==> src/clock_ctl_defines.svh <==
`ifndef CLOCK_CTL_DEFINES_SVH
`define CLOCK_CTL_DEFINES_SVH
`define SMB_ADDR_WR    8'hD2
`define SMB_CMD_CODE   8'h00
`define SMB_COUNT_MAX  8'h20
`define SMB_IDX_W      5
`define CTRL_IDX       5'h00
`define CTRL_RESET     8'h00
`define CTRL_WR_MASK   8'hA8
`define CTRL_SPREAD    7
`define CTRL_VCH_SEL   5
`define CTRL_SW_PCISTP 3
`define FSEL_TEST      2'h1
`define SYNC_W         12
`define SYNC_IDLE      12'h078
`endif

==> src/clock_ctl_pkg.sv <==
package clock_ctl_pkg;
  typedef enum logic [1:0] {
    MODE_INTERNAL = 2'b00,
    MODE_EXT66    = 2'b01,
    MODE_HIZ      = 2'b10,
    MODE_TEST     = 2'b11
  } clk_mode_t;
  typedef enum logic [2:0] {
    SMB_IDLE   = 3'b000,
    SMB_ADDR   = 3'b001,
    SMB_CMD    = 3'b010,
    SMB_COUNT  = 3'b011,
    SMB_DATA   = 3'b100,
    SMB_IGNORE = 3'b101
  } smb_state_t;
endpackage : clock_ctl_pkg

==> src/smbus_wr_if.sv <==
`timescale 1ns/1ns
`include "clock_ctl_defines.svh"
interface smbus_wr_if;
  logic                  wr_valid;
  logic [`SMB_IDX_W-1:0] wr_index;
  logic [7:0]            wr_data;
  modport src (output wr_valid, output wr_index, output wr_data);
  modport dst (input wr_valid, input wr_index, input wr_data);
endinterface : smbus_wr_if

==> src/smbus_block_write_slave.sv <==
`timescale 1ns/1ns
`include "clock_ctl_defines.svh"
module smbus_block_write_slave (
  // system
  input  wire logic clk_sys,
  input  wire logic reset_n,
  // serial pins
  input  wire logic scl_in,
  input  wire logic sda_in,
  output logic      sda_oe_q,
  // byte writes to the register file
  smbus_wr_if.src   wr
);
  logic [1:0] scl_s_q, sda_s_q;
  logic       scl_p_q, sda_p_q;
  clock_ctl_pkg::smb_state_t st_q, st_d;
  logic [3:0] bit_q, bit_d;
  logic [7:0] sh_q, sh_d, left_q, left_d;
  logic       ack_q, ack_d, oe_d, done_q, done_d, acked_q, acked_d;
  logic [`SMB_IDX_W-1:0] idx_q, idx_d;
  logic       wv_d;
  logic [7:0] byte_v;
  logic       scl_rise, scl_fall, start_c, stop_c;

  // first stage feeds the second only
  always_ff @(posedge clk_sys or negedge reset_n) begin
    if (!reset_n) begin
      scl_s_q <= 2'h3;
      sda_s_q <= 2'h3;
      scl_p_q <= 1'b1;
      sda_p_q <= 1'b1;
    end else begin
      scl_s_q <= {scl_s_q[0], scl_in};
      sda_s_q <= {sda_s_q[0], sda_in};
      scl_p_q <= scl_s_q[1];
      sda_p_q <= sda_s_q[1];
    end
  end

  assign scl_rise = scl_s_q[1] & ~scl_p_q;
  assign scl_fall = ~scl_s_q[1] & scl_p_q;
  assign start_c  = scl_s_q[1] & scl_p_q & ~sda_s_q[1] & sda_p_q;
  assign stop_c   = scl_s_q[1] & scl_p_q & sda_s_q[1] & ~sda_p_q;
  assign byte_v   = {sh_q[6:0], sda_s_q[1]};

  always_comb begin
    st_d    = st_q;
    bit_d   = bit_q;
    sh_d    = sh_q;
    left_d  = left_q;
    ack_d   = ack_q;
    oe_d    = sda_oe_q;
    done_d  = done_q;
    acked_d = acked_q;
    idx_d   = idx_q;
    wv_d    = 1'b0;
    if (stop_c) begin
      st_d = clock_ctl_pkg::SMB_IDLE;
      oe_d = 1'b0;
      ack_d = 1'b0;
    end else if (start_c) begin
      st_d    = clock_ctl_pkg::SMB_ADDR;
      bit_d   = 4'h0;
      ack_d   = 1'b0;
      done_d  = 1'b0;
      oe_d    = 1'b0;
    end else if (scl_rise && !ack_q && !done_q && st_q != clock_ctl_pkg::SMB_IDLE) begin
      sh_d  = byte_v;
      bit_d = bit_q + 4'h1;
      if (bit_q == 4'h7) begin
        done_d  = 1'b1;
        acked_d = 1'b1;
        unique case (st_q)
          clock_ctl_pkg::SMB_ADDR: begin
            if (byte_v == `SMB_ADDR_WR) st_d = clock_ctl_pkg::SMB_CMD;
            else acked_d = 1'b0;
          end
          clock_ctl_pkg::SMB_CMD: begin
            if (byte_v == `SMB_CMD_CODE) st_d = clock_ctl_pkg::SMB_COUNT;
            else acked_d = 1'b0;
          end
          clock_ctl_pkg::SMB_COUNT: begin
            // an out-of-range count gets no data accepted
            left_d = (byte_v > `SMB_COUNT_MAX) ? 8'h00 : byte_v;
            idx_d  = '0;
            st_d   = clock_ctl_pkg::SMB_DATA;
          end
          clock_ctl_pkg::SMB_DATA: begin
            if (left_q != 8'h00) begin
              wv_d   = 1'b1;
              idx_d  = idx_q + `SMB_IDX_W'(1);
              left_d = left_q - 8'h01;
            end else acked_d = 1'b0;
          end
          clock_ctl_pkg::SMB_IGNORE: acked_d = 1'b0;
          default: acked_d = 1'b0;
        endcase
        if (!acked_d && st_q != clock_ctl_pkg::SMB_IGNORE) st_d = clock_ctl_pkg::SMB_IGNORE;
      end
    end else if (scl_fall) begin
      if (ack_q) begin
        ack_d = 1'b0;
        oe_d  = 1'b0;
        bit_d = 4'h0;
      end else if (done_q) begin
        done_d = 1'b0;
        ack_d  = acked_q;
        oe_d   = acked_q;
        if (!acked_q) bit_d = 4'h0;
      end
    end
  end

  always_ff @(posedge clk_sys or negedge reset_n) begin
    if (!reset_n) begin
      st_q     <= clock_ctl_pkg::SMB_IDLE;
      bit_q    <= 4'h0;
      sh_q     <= 8'h00;
      left_q   <= 8'h00;
      ack_q    <= 1'b0;
      sda_oe_q <= 1'b0;
      done_q   <= 1'b0;
      acked_q  <= 1'b0;
      idx_q    <= '0;
      wr.wr_valid <= 1'b0;
      wr.wr_index <= '0;
      wr.wr_data  <= 8'h00;
    end else begin
      st_q     <= st_d;
      bit_q    <= bit_d;
      sh_q     <= sh_d;
      left_q   <= left_d;
      ack_q    <= ack_d;
      sda_oe_q <= oe_d;
      done_q   <= done_d;
      acked_q  <= acked_d;
      idx_q    <= idx_d;
      wr.wr_valid <= wv_d;
      wr.wr_index <= idx_q;
      wr.wr_data  <= byte_v;
    end
  end
endmodule : smbus_block_write_slave

==> src/clock_mode_and_smbus_control.sv <==
`timescale 1ns/1ns
`include "clock_ctl_defines.svh"
module clock_mode_and_smbus_control (
  // system
  input  wire logic       clk_sys,
  input  wire logic       reset_n,
  // straps
  input  wire logic       mode_strap_hi,
  input  wire logic       mode_strap_mid,
  input  wire logic       freq_strap_hi,
  input  wire logic       freq_strap_lo,
  input  wire logic       swing_mult_sel,
  input  wire logic       strap_valid_n,
  // power management pins
  input  wire logic       powerdown_n,
  input  wire logic       host_stop_n,
  input  wire logic       pci_stop_n,
  // clock sources
  input  wire logic       crystal_in,
  input  wire logic       test_clock_in,
  input  wire logic       ext_66_input,
  // smbus
  input  wire logic       smb_scl,
  input  wire logic       smb_sda_in,
  output logic            smb_sda_out,
  output logic            smb_sda_oe,
  // host clock outputs
  output logic            host_clk,
  output logic            host_clk_n,
  output logic            host_clk_n_oe,
  output logic            host_current_ref_x2,
  output logic [1:0]      host_freq_sel,
  // other clock outputs
  output logic            fixed_66_out,
  output logic            video_hub_clk,
  output logic [2:0]      buffered_66_out,
  output logic            shared_66_out,
  output logic            shared_66_oe,
  output logic [2:0]      pci_f_out,
  output logic [6:0]      pci_out,
  output logic            usb_48_out,
  output logic            dot_48_out,
  output logic            ref_out,
  // status and analog controls
  output logic            clk_out_oe,
  output logic            osc_vco_on,
  output logic            spread_on,
  output logic            swing_mult_q,
  output logic [7:0]      ctrl_byte_rd
);
  smbus_wr_if wr_bus ();

  logic [`SYNC_W-1:0] s1_q, s2_q;
  logic               ext_p_q, tck_p_q;
  logic [4:0]         strap_q, strap_d;
  logic               latched_q, latched_d;
  logic [7:0]         ctrl_q, ctrl_d;
  logic [2:0]         phase_q, phase_d;
  clock_ctl_pkg::clk_mode_t mode_c;
  logic pd_s, hstop_s, pstop_s, xtal_s, tck_s, ext_s, vld_s;
  logic tick, lvl_host, lvl_66, lvl_pci, lvl_48, lvl_ref, pci_stopped;
  logic sda_oe_int;
  logic o_host, o_host_n, o_host_n_oe, o_current_ref, o_f66, o_vch, o_sh, o_sh_oe;
  logic o_usb, o_ref, o_oe, o_osc, o_pcif, o_pci, o_b66;

  function automatic clock_ctl_pkg::clk_mode_t decode_mode(input logic hi,
                                                           input logic mid,
                                                           input logic [1:0] fsel);
    // reserved mid-level codes are parked like the off code
    if (mid) decode_mode = (fsel == `FSEL_TEST) ? clock_ctl_pkg::MODE_TEST
                                                : clock_ctl_pkg::MODE_HIZ;
    else if (hi) decode_mode = clock_ctl_pkg::MODE_EXT66;
    else decode_mode = clock_ctl_pkg::MODE_INTERNAL;
  endfunction : decode_mode

  // pins and foreign clocks are synchronised before use
  // sync resets to idle pin levels, else a false strobe latches zero straps
  always_ff @(posedge clk_sys or negedge reset_n) begin
    if (!reset_n) begin
      s1_q    <= `SYNC_IDLE;
      s2_q    <= `SYNC_IDLE;
      ext_p_q <= 1'b0;
      tck_p_q <= 1'b0;
    end else begin
      s1_q    <= {mode_strap_hi, mode_strap_mid, freq_strap_hi, freq_strap_lo,
                  swing_mult_sel, strap_valid_n, powerdown_n, host_stop_n,
                  pci_stop_n, crystal_in, test_clock_in, ext_66_input};
      s2_q    <= s1_q;
      ext_p_q <= s2_q[0];
      tck_p_q <= s2_q[1];
    end
  end

  assign vld_s   = ~s2_q[6];
  assign pd_s    = ~s2_q[5];
  assign hstop_s = s2_q[4];
  assign pstop_s = s2_q[3];
  assign xtal_s  = s2_q[2];
  assign tck_s   = s2_q[1];
  assign ext_s   = s2_q[0];

  smbus_block_write_slave u_slave (
    .clk_sys  (clk_sys),
    .reset_n  (reset_n),
    .scl_in   (smb_scl),
    .sda_in   (smb_sda_in),
    .sda_oe_q (sda_oe_int),
    .wr       (wr_bus.src)
  );

  // strap capture and control byte
  always_comb begin
    strap_d   = strap_q;
    latched_d = latched_q;
    ctrl_d    = ctrl_q;
    if (!latched_q && vld_s) begin
      strap_d   = s2_q[11:7];
      latched_d = 1'b1;
    end
    if (wr_bus.wr_valid && wr_bus.wr_index == `CTRL_IDX) begin
      ctrl_d = (ctrl_q & ~`CTRL_WR_MASK) | (wr_bus.wr_data & `CTRL_WR_MASK);
    end
  end

  always_ff @(posedge clk_sys or negedge reset_n) begin
    if (!reset_n) begin
      strap_q   <= 5'h00;
      latched_q <= 1'b0;
      ctrl_q    <= `CTRL_RESET;
    end else begin
      strap_q   <= strap_d;
      latched_q <= latched_d;
      ctrl_q    <= ctrl_d;
    end
  end

  assign mode_c = decode_mode(strap_q[4], strap_q[3], strap_q[2:1]);

  // phase counter stands in for the divider chain
  always_comb begin
    unique case (mode_c)
      clock_ctl_pkg::MODE_EXT66: tick = ext_s & ~ext_p_q;
      clock_ctl_pkg::MODE_TEST:  tick = tck_s & ~tck_p_q;
      clock_ctl_pkg::MODE_INTERNAL, clock_ctl_pkg::MODE_HIZ: tick = 1'b1;
    endcase
    phase_d = (tick && !pd_s) ? phase_q + 3'h1 : phase_q;
  end

  always_ff @(posedge clk_sys or negedge reset_n) begin
    if (!reset_n) phase_q <= 3'h0;
    else phase_q <= phase_d;
  end

  // output selection and gating
  always_comb begin
    lvl_host = phase_q[0];
    lvl_48   = phase_q[0];
    lvl_66   = phase_q[0];
    lvl_pci  = phase_q[1];
    lvl_ref  = xtal_s;
    o_sh_oe  = 1'b1;
    unique case (mode_c)
      clock_ctl_pkg::MODE_EXT66: begin
        lvl_66  = ext_s;
        lvl_pci = phase_q[0];
        o_sh_oe = 1'b0;
      end
      clock_ctl_pkg::MODE_TEST: begin
        lvl_ref = tck_s;
        lvl_66  = phase_q[1];
        lvl_pci = phase_q[2];
      end
      clock_ctl_pkg::MODE_INTERNAL, clock_ctl_pkg::MODE_HIZ: begin
        lvl_66 = phase_q[0];
      end
    endcase
    o_oe = latched_q && mode_c != clock_ctl_pkg::MODE_HIZ;
    pci_stopped = ~pstop_s | ctrl_q[`CTRL_SW_PCISTP];
    o_osc       = ~pd_s;
    o_current_ref      = pd_s;
    o_host      = pd_s ? 1'b1 : lvl_host;
    o_host_n    = pd_s ? 1'b0 : ~lvl_host;
    o_host_n_oe = ~pd_s;
    if (!pd_s && !hstop_s) begin
      o_host_n    = 1'b0;
      o_host_n_oe = pstop_s;
    end
    o_f66  = pd_s ? 1'b0 : lvl_66;
    o_b66  = o_f66;
    o_sh   = o_f66;
    o_usb  = pd_s ? 1'b0 : lvl_48;
    o_vch  = ctrl_q[`CTRL_VCH_SEL] ? o_usb : o_f66;
    o_ref  = pd_s ? 1'b0 : lvl_ref;
    o_pcif = pd_s ? 1'b0 : lvl_pci;
    o_pci  = (pd_s || pci_stopped) ? 1'b0 : lvl_pci;
  end

  always_ff @(posedge clk_sys or negedge reset_n) begin
    if (!reset_n) begin
      host_clk        <= 1'b0;
      host_clk_n      <= 1'b0;
      host_clk_n_oe   <= 1'b0;
      host_current_ref_x2    <= 1'b0;
      host_freq_sel   <= 2'h0;
      fixed_66_out    <= 1'b0;
      video_hub_clk   <= 1'b0;
      buffered_66_out <= 3'h0;
      shared_66_out   <= 1'b0;
      shared_66_oe    <= 1'b0;
      pci_f_out       <= 3'h0;
      pci_out         <= 7'h00;
      usb_48_out      <= 1'b0;
      dot_48_out      <= 1'b0;
      ref_out         <= 1'b0;
      clk_out_oe      <= 1'b0;
      osc_vco_on      <= 1'b0;
      spread_on       <= 1'b0;
      swing_mult_q    <= 1'b0;
      ctrl_byte_rd    <= 8'h00;
      smb_sda_oe      <= 1'b0;
    end else begin
      host_clk        <= o_host;
      host_clk_n      <= o_host_n;
      host_clk_n_oe   <= o_host_n_oe & o_oe;
      host_current_ref_x2    <= o_current_ref;
      host_freq_sel   <= strap_q[2:1];
      fixed_66_out    <= o_f66;
      video_hub_clk   <= o_vch;
      buffered_66_out <= {3{o_b66}};
      shared_66_out   <= o_sh;
      shared_66_oe    <= o_sh_oe & o_oe;
      pci_f_out       <= {3{o_pcif}};
      pci_out         <= {7{o_pci}};
      usb_48_out      <= o_usb;
      dot_48_out      <= o_usb;
      ref_out         <= o_ref;
      clk_out_oe      <= o_oe;
      osc_vco_on      <= o_osc;
      spread_on       <= ctrl_q[`CTRL_SPREAD];
      swing_mult_q    <= strap_q[0];
      ctrl_byte_rd    <= {ctrl_q[7], 1'b0, ctrl_q[5], hstop_s, ctrl_q[3],
                          strap_q[4], strap_q[2], strap_q[1]};
      smb_sda_oe      <= sda_oe_int;
    end
  end

  // open drain: only ever pulls low
  assign smb_sda_out = 1'b0;
endmodule : clock_mode_and_smbus_control

==> config.mk <==
export PLATFORM = sky130hd
export DESIGN_NAME = clock_mode_and_smbus_control
export DESIGN_NICKNAME = d
export VERILOG_FILES = /design/src/clock_ctl_pkg.sv /design/src/smbus_wr_if.sv /design/src/smbus_block_write_slave.sv /design/src/clock_mode_and_smbus_control.sv
export VERILOG_INCLUDE_DIRS = /design/src
export SDC_FILE = /design/constraint.sdc
export NUM_CORES = 1
export LEC_CHECK = 0
export BUFFER_PORTS_ARGS = -buffer_cell sky130_fd_sc_hd__buf_2
export CAP_MARGIN = 15
export CORE_MARGIN = 5
export CORE_UTILIZATION = 30
export DETAILED_ROUTE_END_ITERATION = 7
export SYNTH_ARGS = -nofsm -noshare
export SYNTH_HDL_FRONTEND = slang
export SYNTH_SLANG_ARGS = --single-unit
==> constraint.sdc <==
create_clock -name clk_sys -period 5.9 [get_ports clk_sys]
set_input_delay 0.885 -clock clk_sys [delete_from_list [all_inputs] [get_ports clk_sys]]
set_output_delay 0.885 -clock clk_sys [all_outputs]
set_load 0.03 [all_outputs]
# Yosys cells after proc, flatten, opt, wreduce, memory -nomap -nowiden
# Index checks and enable logic that the tools add are counted.
[classes] n_addsub=4 order_cmp=1 n_eq_ne=19 n_mux=67 bitwise_logic=25 n_reduce_logical=37
[ops] op="$mux 1" count=43
[ops] op="$mux 4" count=6
[ops] op="$mux 3" count=7
[ops] op="$mux 8" count=2
[ops] op="$pmux 8 s2" count=1
[ops] op="$reduce_bool 3->1" count=5
[ops] op="$not 1->1" count=12
[ops] op="$reduce_and 4->1" count=3
[ops] op="$and 1x1->1" count=11
[ops] op="$ne 5x1->1 const B" count=2
[ops] op="$pmux 5 s2" count=1
[ops] op="$logic_and 1x1->1" count=9
[ops] op="$pmux 3 s3" count=1
[ops] op="$eq 8x8->1 const B" count=1
[ops] op="$gt 8x6->1 const B" count=1
[ops] op="$logic_not 8->1" count=1
[ops] op="$or 7x8->8" count=1
[ops] op="$reduce_bool 4->1" count=2
[ops] op="$reduce_bool 8->1" count=1
[ops] op="$sub 8x1->8 const B" count=1
[ops] op="$eq 3x2->1 const B" count=2
[ops] op="$ne 3x3->1 const B" count=2
[ops] op="$pmux 1 s3" count=2
[ops] op="$reduce_and 3->1" count=2
[ops] op="other kinds (28)" count=34
[word_totals] ff_bits=120

# Longest topological paths before layout
[depth] depth_word=15 mapped_depth=8 mapped_depth_nobuf=8

# By module
# A second synthesis with hierarchy kept.
[unflattened] hier_cells=347 hier_area_um2=4277.9
[modules_own_cells] mod="smbus_block_write_slave" n_inst=1 cells_per_inst=215 area_per_inst_um2=2258.4
[modules_own_cells] mod="clock_mode_and_smbus_control" n_inst=1 cells_per_inst=132 area_per_inst_um2=2019.4

# Worst setup path after synthesis
# OpenSTA, ideal clock, no wires.
[synth_path] path_type="reg-to-reg" from="register u_slave.left_q[0]" to="register u_slave.left_q[1]" arrival_time_ns=1.830 required_time_ns=5.763 setup_slack_ns=3.932 path_stages_with_launch=8 path_buffers=1 synth_period_minus_slack_ns=1.968 path_cell_list="dfrtp_1 > inv_1 > ha_1 > or4b_4 > o21a_4 > o21ai_4 > buf_6 > o221ai_1"
[synth_between] elab_chain_cells=3
[synth_rtl] item="start: declaration" line="smbus_block_write_slave.sv:18" source="logic [7:0] sh_q, sh_d, left_q, left_d;"
[synth_rtl] item="start signal: assignment" line="smbus_block_write_slave.sv:132" source="left_q <= left_d;"
[synth_rtl] item="$sub 8x1->8 or $reduce_bool 8->1 (tied branches)" line="smbus_block_write_slave.sv:92, smbus_block_write_slave.sv:89"
[synth_rtl] item="$mux 8 or $ne 2x1->1 (tied branches)"
[synth_rtl] item="$pmux 8 s2 or $reduce_and 6->1 (tied branches)"
# Parallel ways exist; a longest one is shown, timed or not. The select of a mux whose other input is x is not followed.
# A chain may end at the register's enable or synchronous reset.

# Worst setup path after layout
[layout_path] from="register u_slave.left_q[0]" to="register u_slave.left_q[6]"
# The elaborated chain is that of the path after synthesis.

==> reports/qor.csv <==
metric,value,unit
synthesized area,0.00408,mm²
"delay-heaviest family, CP",compound AO/OA/AOI/OAI gates,
"Net count, final",381,
# fillers,1299,
share of cells above drive strength 1,0.306,
Tcrit/Tclk final,0.371,
I/O pin count,56,
"Hold Violations, Final",0,
antenna cell count,0,
FF+latch area,0.00267,mm²
"flops & latches, synth",106,
Worst path depth,7,
# rows,42,
RSZ-0062 raised after global routing,false,
P_leak,2.26,nW
Synth area leader,dfrtp_1,
fmax,0.457,GHz
Layout area overhead,15.5,%
DR WL/cell,12.6,µm
initial antenna violation count,0,
cts repair resizes,0,
Congestion Overflow GR,0,
Post-Syn Instances,317,
Multi-input gate area,0.00120,mm²
Yosys cell types,56,
width of the die,127,µm
Worst Hold Path Cells,0,
CP cell instances,inv_1 > ha_1 > or4b_4 > o21a_4 > o21ai_4 > o21ai_0 > o21ai_0,
area share of the largest cell type after synthesis,0.564,
final setup vio count,0,
Pre-antenna DRT Iters,4,
Slew Limit Headroom,0.532,
status,completed,
CTS Hold Bufs,0,
Core ar.,0.0133,mm²
Num CTS Buffers,9,
CP bufs+invs,1,
Clock transition at path regs,70,ps
worst r2r path cells,7,
CTS root buffer,clkbuf_16,
critical path's most frequent cell,o21ai_0,
Fin Clk Skew,7.49,ps
syn_area_per_cell,12.9,µm²
"antenna viol nets, final",0,
critical path peak fanout,17,
first-pass GRT wire length,11900,µm
Vias,2433,
max-slew violation count,0,
H-tree levels,3,
setup TNS,0,ps
"EDFF count, synth",0,
CTS tree,done,
pwr dens,362,mW/mm²
vias in the first global route,2499,
"commonest non-fill, non-tap cell in the layout",dfrtp_1,
Buffers on Ports,53,
synth warn,0,
Starting Density,0.307,
ys flop type,dfrtp_1,
clk sink count,106,
DRT iter0 DRCs,178,
Setup CP Type,reg2reg,
largest net degree at the start of global routing,55,
Crit-path slowest cell,or4b_4,
Total GRT Usage,0.0910,
Max-cap violations,0,
total power draw,0.00170,W
Setup crit start kind,register,
"Clk Latency, worst-skew pair",340,ps
GP Congestion,0.832,
Hold Path Class,reg2reg,
Final min period,2190,ps
DR vias/cell,4.49,
Critical Path End Type,register,
post-detail-place hpwl,4800,µm
Worst EP arrival,2440,ps
actual slew at the worst max-slew pin,701,ps
"Async S/R FF share, synth",1.00,
Die Area,0.0160,mm²
most frequent cells in the layout,"dfrtp_1, buf_2, nor2_1",
die height,127,µm
CTS Buffer Depth,2,
DR DRC count,0,
"Seq/Total Area, Yosys",0.655,
CP required,6150,ps
Worst path max stage delay,510,ps
Synth area leaders,"dfrtp_1, dfstp_2, mux2_2, buf_4, o21ai_0",
DRT Wirelength,6860,µm
Post-CTS Setup Bufs,0,
Peak VDD IR,159,µV
final timing paths:
check / from / slack (ps) / end
worst max-delay path: u_slave.left_q[0] / 3710 / u_slave.left_q[6]
worst min-delay path: s1_q[4] / 350 / s2_q[4]
worst max register to register: u_slave.left_q[0] / 3710 / u_slave.left_q[6]
worst min register to register: s1_q[4] / 350 / s2_q[4]
max in group asynchronous: reset_n / 4240 / u_slave.left_q[3]
min in group asynchronous: reset_n / 560 / strap_q[2]
worst register-to-register path: stages, from the launching register on:
cell and delay, ps:
dfrtp_1 420, inv_1 70, ha_1 190, or4b_4 510
o21a_4 260, o21ai_4 380, o21ai_0 150, o21ai_0 110
logic make-up after synthesis:
group | Yosys count | share of synthesized area
other | 1 | 0.000919
XOR/XNOR | 4 | 0.00859
AND/OR/NAND/NOR | 89 | 0.118
multiplexers | 19 | 0.0518
flip-flops | 106 | 0.655
adder cells (fa/ha/maj) | 4 | 0.0123
AO/OA/AOI/OAI | 58 | 0.101
buffers and inverters | 36 | 0.0521
cell usage after synthesis, types with 6 or more instances:
cell / count
mux2_2: 17
nand3_1: 7
dfrtp_1: 92
o31ai_1: 6
nand2_1: 18
o21ai_0: 21
nor2b_1: 7
dfstp_2: 14
nor2_1: 23
buf_4: 18
nand2b_1: 6
inv_1: 13
a21oi_1: 9
flip-flops by register name, indices dropped and copies added (netlist names), 3 cells and up:
signal,flops
s1_q,12
u_slave.sh_q,7
phase_q,3
s2_q,12
u_slave.idx_q,5
u_slave.bit_q,4
strap_q,5
u_slave.left_q,8
u_slave.wr.wr_index,5
ctrl_byte_rd,6
u_slave.st_q,3
ctrl_q,3
u_slave.wr.wr_data,3
where the power goes:
group	switching, W	internal [W]	leakage (nW)
logic	0.000164	0.0000968	0.794
registers	0.0000702	0.000810	1.33
clock network	0.000267	0.000296	0.138
total	0.000502	0.00120	2.26
through the flow:
stage	setup WS, ps	instance area [µm²]	hold WS (ps)	instances	util
3_3_place_gp	3790	4420	335	526	0.333
3_5_place_dp	3740	4420	336	526	0.333
4_1_cts	3700	4710	353	542	0.354
2_1_floorplan	3930	4080	331	318	-
6_report	3710	4710	347	542	0.354
5_1_grt	3530	4710	348	542	0.354
final cells by class:
cell class	count	area share
Clock inverter	6	0.0130
Sequential cell	106	0.567
Timing Repair Buffer	55	0.0600
Tap cell	176	0.0467
Inverter	13	0.0104
Multi-Input combinational cell	176	0.255
Clock buffer	10	0.0486
metal layers:
metal / wire length [µm] / GRT usage / vias up
met2: 3310 / 0.146 / 61
met4: 91 / 0.0278 / 0
met1: 3000 / 0.112 / 1195
met3: 459 / 0.0387 / 6
li1: - / - / 1171
met5: 0 / 0 / -
(Power assumes the default switching activity.)
